File: src/stx_map.svh
`ifndef STX_MAP_SVH
`define STX_MAP_SVH
// Overview of operation
// - an empty shifter takes the holding byte and starts sending it
// - a byte waiting during a frame is loaded at its end, with no gap
// - reset fills the transmit holding register with all ones
// - format bit 7 picks asynchronous (0) or clocked synchronous (1) mode, resets 0
// - asynchronous format bit 6 picks eight (0) or seven (1) data bits
// - length, parity and stop settings are ignored in clocked synchronous mode
// - parity on adds a parity bit when sending and checks it when receiving
// - format bit 4 picks even (0) or odd (1) parity when parity is on
// - format bit 3 sends one (0) or two (1) stop bits
// - the receiver checks only the first stop bit for framing
// - a low bit after the first stop bit starts the next character
// - format bit 2 enables multiprocessor framing and overrides both parity settings
// - format bits 1:0 pick clock, clock/4, clock/16 or clock/64 for the bit-rate divider
// - each character leaves least significant bit first

// register offsets
`define STX_OFS_HOLD     3'h0
`define STX_OFS_FMT      3'h1
`define STX_OFS_STAT     3'h2
`define STX_OFS_DIV      3'h3
`define STX_OFS_CTRL     3'h4
`define STX_OFS_RXDATA   3'h5
// status bits
`define STX_ST_EMPTY     7
`define STX_ST_RXFULL    6
`define STX_ST_FERR      4
`define STX_ST_PERR      3
`define STX_ST_TXEND     2
// control bits
`define STX_CT_TXEN      5
`define STX_CT_RXEN      4
`define STX_CT_MPBIT     0
`define STX_CT_MASK      8'h31
// reset values
`define STX_RST_HOLD     8'hff
`define STX_RST_FMT      8'h00
`define STX_RST_DIV      8'hff
`define STX_RST_CTRL     8'h00
// bit timing in sample ticks, and the synchronous frame length in bits
`define STX_TICK_LAST    4'hf
`define STX_TICK_HALF    4'h7
`define STX_SYNC_LEN     4'h8
// prescaler terminal counts for select codes 00 to 11
`define STX_PRE_LIM0     6'h00
`define STX_PRE_LIM1     6'h03
`define STX_PRE_LIM2     6'h0f
`define STX_PRE_LIM3     6'h3f
`endif

File: src/stx_pkg.sv
package stx_pkg;
  typedef struct packed {
    logic       sync;
    logic       chr;
    logic       pe;
    logic       pm;
    logic       stop2;
    logic       mp;
    logic [1:0] cks;
  } stx_fmt_s;

  typedef struct packed {
    logic       done;
    logic       perr;
    logic       ferr;
    logic [7:0] data;
  } stx_rx_res_s;

  typedef enum logic [2:0] {
    RX_IDLE  = 3'b000,
    RX_START = 3'b001,
    RX_DATA  = 3'b010,
    RX_EXT   = 3'b011,
    RX_STOP  = 3'b100
  } stx_rx_st_e;
endpackage : stx_pkg

File: src/stx_baud.sv
`timescale 1ns/1ps
`include "stx_map.svh"
module stx_baud (
  input  wire logic       clk,
  input  wire logic       rst_b,
  input  wire logic [1:0] cks,
  input  wire logic [7:0] divisor,
  output logic            tick
);
  typedef struct packed {
    logic [5:0] pre;
    logic [7:0] div;
    logic       tick;
  } stx_baud_s;
  stx_baud_s s;
  stx_baud_s n;
  logic [5:0] lim;

  always_comb begin
    case (cks)
      2'b00:   lim = `STX_PRE_LIM0;
      2'b01:   lim = `STX_PRE_LIM1;
      2'b10:   lim = `STX_PRE_LIM2;
      default: lim = `STX_PRE_LIM3;
    endcase
    n = s;
    n.tick = 1'b0;
    if (s.pre >= lim) begin
      n.pre = 6'h00;
      if (s.div >= divisor) begin
        n.div  = 8'h00;
        n.tick = 1'b1;
      end else begin
        n.div = s.div + 8'h01;
      end
    end else begin
      n.pre = s.pre + 6'h01;
    end
  end

  always_ff @(posedge clk) begin
    if (!rst_b) begin
      s <= '0;
    end else begin
      s <= n;
    end
  end
  assign tick = s.tick;
endmodule : stx_baud

File: src/stx_rx.sv
`timescale 1ns/1ps
`include "stx_map.svh"
module stx_rx (
  input  wire logic                clk,
  input  wire logic                rst_b,
  input  wire logic                tick,
  input  wire logic                rxd,
  input  wire logic                enable,
  input  stx_pkg::stx_fmt_s        fmt,
  output stx_pkg::stx_rx_res_s     res
);
  typedef struct packed {
    stx_pkg::stx_rx_st_e  st;
    logic [3:0]           cnt;
    logic [2:0]           bitn;
    logic [7:0]           sh;
    logic                 ext;
    stx_pkg::stx_rx_res_s res;
  } stx_rxs_s;
  stx_rxs_s s;
  stx_rxs_s n;
  logic     has_ext;
  logic     last_tick;

  assign has_ext   = fmt.pe | fmt.mp;
  assign last_tick = tick && s.cnt == `STX_TICK_LAST;

  always_comb begin
    n = s;
    n.res.done = 1'b0;
    if (tick) begin
      n.cnt = s.cnt + 4'h1;
    end
    case (s.st)
      stx_pkg::RX_IDLE: begin
        if (enable && !rxd) begin
          n.st  = stx_pkg::RX_START;
          n.cnt = 4'h0;
        end
      end
      stx_pkg::RX_START: begin
        if (tick && s.cnt == `STX_TICK_HALF) begin
          n.cnt  = 4'h0;
          n.bitn = 3'h0;
          n.st   = rxd ? stx_pkg::RX_IDLE : stx_pkg::RX_DATA;
        end
      end
      stx_pkg::RX_DATA: begin
        if (last_tick) begin
          n.sh   = {rxd, s.sh[7:1]};
          n.bitn = s.bitn + 3'h1;
          if (s.bitn == (fmt.chr ? 3'h6 : 3'h7)) begin
            n.st = has_ext ? stx_pkg::RX_EXT : stx_pkg::RX_STOP;
          end
        end
      end
      stx_pkg::RX_EXT: begin
        if (last_tick) begin
          n.ext = rxd;
          n.st  = stx_pkg::RX_STOP;
        end
      end
      stx_pkg::RX_STOP: begin
        if (last_tick) begin
          n.st       = stx_pkg::RX_IDLE;
          n.res.done = 1'b1;
          n.res.ferr = !rxd;
          n.res.data = fmt.chr ? {1'b0, s.sh[7:1]} : s.sh;
          // multiprocessor framing carries no parity
          n.res.perr = fmt.pe && !fmt.mp &&
                       (s.ext != ((fmt.chr ? ^s.sh[7:1] : ^s.sh) ^ fmt.pm));
        end
      end
      default: n.st = stx_pkg::RX_IDLE;
    endcase
    if (!enable || fmt.sync) begin
      n.st = stx_pkg::RX_IDLE;
    end
  end

  always_ff @(posedge clk) begin
    if (!rst_b) begin
      s <= '0;
    end else begin
      s <= n;
    end
  end
  assign res = s.res;
endmodule : stx_rx

File: src/stx_top.sv
`timescale 1ns/1ps
`include "stx_map.svh"
module stx_top (
  input  wire logic       SYS_CLK,
  input  wire logic       RST_B,
  input  wire logic [2:0] REG_ADDR,
  input  wire logic [7:0] REG_WDATA,
  input  wire logic       REG_WR,
  input  wire logic       REG_RD,
  output logic      [7:0] REG_RDATA,
  input  wire logic       RXD,
  output logic            TXD,
  output logic            SCK_OUT,
  output logic            TX_EMPTY
);
  typedef struct packed {
    logic [7:0]        hold;
    logic              full;
    stx_pkg::stx_fmt_s fmt;
    logic [7:0]        div;
    logic [7:0]        ctrl;
    logic [7:0]        rdata;
    logic [11:0]       sh;
    logic [3:0]        left;
    logic [3:0]        bcnt;
    logic              busy;
    logic              line;
    logic              sck;
    logic              txend;
    logic [7:0]        rx_data;
    logic              rx_full;
    logic              perr;
    logic              ferr;
    logic              rx_meta;
    logic              rx_sync;
  } stx_top_s;

  stx_top_s             s;
  stx_top_s             n;
  logic                 tick;
  stx_pkg::stx_rx_res_s rx_res;
  logic                 bit_end;
  logic                 frame_done;
  logic                 load;
  logic [11:0]          frame;
  logic [3:0]           frame_len;

  ////////////////////////////////////////////////////////////////////////////
  // frame builder: start, data lsb first, optional parity or mp bit, stops

  function automatic logic [15:0] build_frame(input logic [7:0] d,
                                              input stx_pkg::stx_fmt_s f,
                                              input logic mp_bit);
    logic [11:0] b;
    logic [3:0]  pos;
    logic [3:0]  len;
    logic        ext;
    b   = 12'hfff;
    pos = 4'h0;
    len = 4'h0;
    ext = 1'b0;
    if (f.sync) begin
      // synchronous characters are always eight bits, bare
      b   = {4'hf, d};
      len = `STX_SYNC_LEN;
    end else begin
      b[0] = 1'b0;
      for (int i = 0; i < 8; i++) begin
        if (i < 7 || !f.chr) begin
          b[i + 1] = d[i];
        end
      end
      pos = f.chr ? 4'h8 : 4'h9;
      if (f.mp) begin
        b[pos] = mp_bit;
        pos    = pos + 4'h1;
      end else if (f.pe) begin
        ext    = (f.chr ? ^d[6:0] : ^d) ^ f.pm;
        b[pos] = ext;
        pos    = pos + 4'h1;
      end
      len = pos + (f.stop2 ? 4'h2 : 4'h1);
    end
    return {len, b};
  endfunction : build_frame

  assign {frame_len, frame} = build_frame(s.hold, s.fmt, s.ctrl[`STX_CT_MPBIT]);

  ////////////////////////////////////////////////////////////////////////////
  // rate generation and receive path

  stx_baud u_baud (
    .clk     (SYS_CLK),
    .rst_b   (RST_B),
    .cks     (s.fmt.cks),
    .divisor (s.div),
    .tick    (tick)
  );

  stx_rx u_rx (
    .clk    (SYS_CLK),
    .rst_b  (RST_B),
    .tick   (tick),
    .rxd    (s.rx_sync),
    .enable (s.ctrl[`STX_CT_RXEN]),
    .fmt    (s.fmt),
    .res    (rx_res)
  );

  ////////////////////////////////////////////////////////////////////////////
  // next state

  assign bit_end    = s.busy && tick && s.bcnt == `STX_TICK_LAST;
  assign frame_done = bit_end && s.left == 4'h1;
  // a waiting byte follows the last bit in the very next bit slot
  assign load       = s.ctrl[`STX_CT_TXEN] && s.full && (!s.busy || frame_done);

  always_comb begin
    n = s;
    n.rx_meta = RXD;
    n.rx_sync = s.rx_meta;
    n.rdata   = 8'h00;

    // shifter
    if (s.busy && tick) begin
      n.bcnt = s.bcnt + 4'h1;
    end
    if (bit_end) begin
      n.sh   = {1'b1, s.sh[11:1]};
      n.left = s.left - 4'h1;
      if (frame_done) begin
        n.busy  = 1'b0;
        n.txend = 1'b1;
      end
    end
    if (load) begin
      n.sh    = frame;
      n.left  = frame_len;
      n.bcnt  = 4'h0;
      n.busy  = 1'b1;
      n.full  = 1'b0;
      n.txend = 1'b0;
    end

    // register reads
    if (REG_RD) begin
      if (REG_ADDR == `STX_OFS_HOLD) begin
        n.rdata = s.hold;
      end else if (REG_ADDR == `STX_OFS_FMT) begin
        n.rdata = s.fmt;
      end else if (REG_ADDR == `STX_OFS_STAT) begin
        n.rdata[`STX_ST_EMPTY]  = !s.full;
        n.rdata[`STX_ST_RXFULL] = s.rx_full;
        n.rdata[`STX_ST_FERR]   = s.ferr;
        n.rdata[`STX_ST_PERR]   = s.perr;
        n.rdata[`STX_ST_TXEND]  = s.txend;
      end else if (REG_ADDR == `STX_OFS_DIV) begin
        n.rdata = s.div;
      end else if (REG_ADDR == `STX_OFS_CTRL) begin
        n.rdata = s.ctrl;
      end else if (REG_ADDR == `STX_OFS_RXDATA) begin
        n.rdata   = s.rx_data;
        n.rx_full = 1'b0;
      end else begin
        n.rdata = 8'h00;
      end
    end

    // register writes; a write to the holding register in a load cycle
    // refills it, since the load has already taken the old byte
    if (REG_WR) begin
      if (REG_ADDR == `STX_OFS_HOLD) begin
        n.hold = REG_WDATA;
        n.full = 1'b1;
      end else if (REG_ADDR == `STX_OFS_FMT) begin
        n.fmt = REG_WDATA;
      end else if (REG_ADDR == `STX_OFS_STAT) begin
        if (REG_WDATA[`STX_ST_RXFULL]) begin
          n.rx_full = 1'b0;
        end
        if (REG_WDATA[`STX_ST_FERR]) begin
          n.ferr = 1'b0;
        end
        if (REG_WDATA[`STX_ST_PERR]) begin
          n.perr = 1'b0;
        end
      end else if (REG_ADDR == `STX_OFS_DIV) begin
        n.div = REG_WDATA;
      end else if (REG_ADDR == `STX_OFS_CTRL) begin
        n.ctrl = REG_WDATA & `STX_CT_MASK;
      end
    end

    // receive results win over a clear in the same cycle
    if (rx_res.done) begin
      n.rx_data = rx_res.data;
      n.rx_full = 1'b1;
      if (rx_res.perr) begin
        n.perr = 1'b1;
      end
      if (rx_res.ferr) begin
        n.ferr = 1'b1;
      end
    end

    n.line = n.busy ? n.sh[0] : 1'b1;
    // clock idles high; data changes on the falling half
    n.sck  = !(n.busy && s.fmt.sync) || n.bcnt[3];
  end

  always_ff @(posedge SYS_CLK) begin
    if (!RST_B) begin
      s       <= '0;
      s.hold  <= `STX_RST_HOLD;
      s.fmt   <= `STX_RST_FMT;
      s.div   <= `STX_RST_DIV;
      s.ctrl  <= `STX_RST_CTRL;
      s.line  <= 1'b1;
      s.sck   <= 1'b1;
      s.txend <= 1'b1;
      // idle line level, so a later enable sees no false start
      s.rx_meta <= 1'b1;
      s.rx_sync <= 1'b1;
    end else begin
      s <= n;
    end
  end

  assign REG_RDATA = s.rdata;
  assign TXD       = s.line;
  assign SCK_OUT   = s.sck;
  assign TX_EMPTY  = !s.full;
endmodule : stx_top

File: config.mk
export PLATFORM = sky130hd
export DESIGN_NAME = stx_top
export DESIGN_NICKNAME = d
export VERILOG_FILES = /design/src/stx_pkg.sv /design/src/stx_baud.sv /design/src/stx_rx.sv /design/src/stx_top.sv
export VERILOG_INCLUDE_DIRS = /design/src
export SDC_FILE = /design/constraint.sdc
export NUM_CORES = 1
export LEC_CHECK = 0
export BUFFER_PORTS_ARGS = -buffer_cell sky130_fd_sc_hd__clkbuf_2
export CORE_MARGIN = 10
export CORE_UTILIZATION = 32
export CTS_BUF_LIST = sky130_fd_sc_hd__clkbuf_4 sky130_fd_sc_hd__clkbuf_8
export DETAILED_ROUTE_END_ITERATION = 8
export GPL_TIMING_DRIVEN = 0
export PLACE_DENSITY = 0.48
export RECOVER_POWER = 50
export SLEW_MARGIN = 10
export SYNTH_ARGS = -nofsm -noshare
export SYNTH_HDL_FRONTEND = slang
export SYNTH_SLANG_ARGS = --single-unit
File: constraint.sdc
create_clock -name SYS_CLK -period 3.6 [get_ports SYS_CLK]
set_input_delay 0.54 -clock SYS_CLK [delete_from_list [all_inputs] [get_ports SYS_CLK]]
set_output_delay 0.54 -clock SYS_CLK [all_outputs]
set_load 0.005 [all_outputs]
==> impl_metrics.env <==
export IMPL_worst_path_max_fanout=10
export IMPL_p_leak_nw=2.434
export IMPL_multi_input_area_um2=3122
export IMPL_detail_route_first_pass_iterations=5
export IMPL_required_ps=3980
export IMPL_maxCapViolCount=0
export IMPL_grt_max_degree=17
export IMPL_vdd_drop_max_mv=0.2255
export IMPL_ios=27
export IMPL_port_buffer_count=23
export IMPL_worst_pin_slew_ps=1075
export IMPL_fin_nets=759
export IMPL_wire_per_inst_um=16.63
export IMPL_place_inst=929
export IMPL_ys_warn_count=0
export IMPL_synth_mux_area_share_pct=7.583
export IMPL_crit_type="flop to flop"
export IMPL_timing_setup_tns_ps=0
export IMPL_yosys_top_cells_area="dfxtp_1 41%, nand2_1 6.3%, mux2i_1 5.8%"
export IMPL_start_kind="flop"
export IMPL_synth_edff_count=0
export IMPL_finalClockSkew_ps=12.80
export IMPL_track_usage_pct=13.49
export IMPL_vias=4976
export IMPL_yosys_register_bits=118
export IMPL_period_needed_ps=3165
export IMPL_cts_tree="done"
export IMPL_cts_resized=0
export IMPL_relSlewSlack_pct=27.80
export IMPL_synth_seq_area_share_pct=40.56
export IMPL_final_cells=962
export IMPL_cts_root_buf="clkbuf_8"
export IMPL_synthSimpleGateAreaFrac_pct=21.46
export IMPL_synth_xor_area_share_pct=4.898
export IMPL_powerDensity_nw_per_um2=438.0
export IMPL_cts_buffers=17
export IMPL_slew_violations=0
export IMPL_post_route_util_pct=36.90
export IMPL_cts_sinks=118
export IMPL_path_clk_slew_ps=80
export IMPL_core_area_um2=17960
export IMPL_p_total_mw=2.903
export IMPL_die_area_um2=24000
export IMPL_rows=49
export IMPL_status="completed"
export IMPL_area_growth_pct=13.81
export IMPL_synth_cell_area_um2=5824
export IMPL_rsz0062_at_grt="no"
export IMPL_cts_buffer_depth=2
export IMPL_async_flop_share_pct=0
export IMPL_setup_viol=0
export IMPL_yosysMostFrequentCell="dfxtp_1"
export IMPL_viasPerCell=5.173
export IMPL_drt_iter0_markers=265
export IMPL_cts_setup_buffers=0
export IMPL_finalCritPeriodShare_pct=87.92
export IMPL_grt_pass1_vias=4784
export IMPL_min_path_type="primary input to flop"
export IMPL_syn_inst=677
export IMPL_fmax_mhz=316.0
export IMPL_synthTopCellsByCount="118 x dfxtp_1, 98 x nand2_1, 68 x nor2_1"
export IMPL_ys_flop_type="dfxtp_1"
export IMPL_route_detailed_drc=0
export IMPL_syn_avg_cell_area_um2=8.603
export IMPL_fp_dieW_um=154.9
export IMPL_cts_hold_buf=0
export IMPL_yosysTopAreaCellShare_pct=40.56
export IMPL_post_route_cells_drive_above_1_share_pct=9.153
export IMPL_gp_congestion=0.8532
export IMPL_antenna_found_initial=1
export IMPL_grt_pass1_wl_mm=25.94
export IMPL_synth_fp_nets=717
export IMPL_synthAdderAreaFrac_pct=5.285
export IMPL_hold_violations=0
export IMPL_endpoint_kind="flop"
export IMPL_synth_distinct_cells=56
export IMPL_drtAntennaViolNets=0
export IMPL_nFillCells=1845
export IMPL_synth_compound_area_share_pct=14.69
export IMPL_synth_top_family_by_area="simple AND/OR/NAND/NOR gates"
export IMPL_ff_latch_area_um2=2362
export IMPL_grt_ovfl_total=0
export IMPL_die_h_um=154.9
export IMPL_clk_latency_ps=450
export IMPL_place_hpwl_mm=11.92
export IMPL_critPathArrivalTime_ps=3550
export IMPL_htree_levels=4
export IMPL_yosysTopAreaCell="dfxtp_1"
export IMPL_start_util_pct=32.42
export IMPL_routed_wl_mm=16.00
-- routing by layer --
layer  global-route usage (%)  part of all wire, %  vias up
met5                        0                    0        -
met4                    3.914                  1.1        0
met3                    3.281                  4.6       13
met2                    21.10                   45       94
met1                    17.99                   49     2412
li1                         -                    -     2457
-- worst max-delay path, stage by stage, from the launching register on --
cell and delay [ps]:
dfxtp_1 310, clkbuf_1 390, buf_1 600, inv_1 230, ha_1 320, mux2_2 260, ha_1 170, inv_1 60
fa_1 400, nor3_1 200, a21oi_1 60, nor2_1 80
-- layout make-up --
cell class	instances	area share (%)
Antenna cell	1	0.03775
Buffer	46	3.247
Clock buffer	18	3.737
Clock inverter	14	3.001
Inverter	25	1.416
Multi-Input combinational cell	488	47.09
Sequential cell	118	35.64
Tap cell	229	4.322
Timing Repair Buffer	23	1.510
-- where the power goes --
| group | internal, mW | total (mW) | switching (mW) |
|---|---|---|---|
| Clock | 0.779 | 1.38 | 0.597 |
| Combinational | 0.0691 | 0.183 | 0.114 |
| Sequential | 1.32 | 1.34 | 0.0213 |
-- registers in the layout, indices dropped and copies added (netlist names) --
signal	flops
s	62
u_rx.s	19
u_baud.s	14
u_rx.res	11
REG_RDATA	8
SCK_OUT	1
TXD	1
n	1
u_baud.tick	1
-- stage by stage --
step / setup WS [ps] / cell area, µm² / hold slack, ps
4_1_cts: 385.5 / 6673 / 256.1
3_3_place_gp: 438.2 / 6226 / 397.8
2_1_floorplan: 1084 / 5824 / 386.3
3_5_place_dp: 404.6 / 6226 / 414.9
6_report: 435.0 / 6629 / 279.6
5_1_grt: 180.0 / 6626 / 265.7
-- kinds of logic after synthesis --
family / Yosys count
AND/OR/NAND/NOR: 266
buffers and inverters: 71
XOR/XNOR: 31
AO/OA/AOI/OAI: 127
multiplexers: 40
flip-flops: 118
adder cells (fa/ha/maj): 24
-- worst paths after layout --
check,from,to,slack (ps),cells after the start
worst min-delay path,RXD,n[0],280,2
worst max register to register,s[67],s[22],440,11
worst min register to register,n[0],s[0],430,1
worst max-delay path,s[67],s[22],440,11
-- placed cells by master (no fill, tap or decap), drive strengths merged, types with 4 or more instances in the layout --
cell    instances
a211oi         16
a21oi          41
a22oi           5
a311oi          7
a31oi           5
and3            8
buf            16
bufinv          4
clkbuf         71
clkinv          7
dfxtp         118
ha             23
inv            27
mux2i          34
nand2          98
nand2b         14
nand3          29
nand4           6
nor2           68
nor2b          13
nor3            7
o211ai         12
o21ai          14
o221ai          5
o22ai           4
or3             4
xnor2          21
xor2            9
Power figures use the tool's default switching activity.
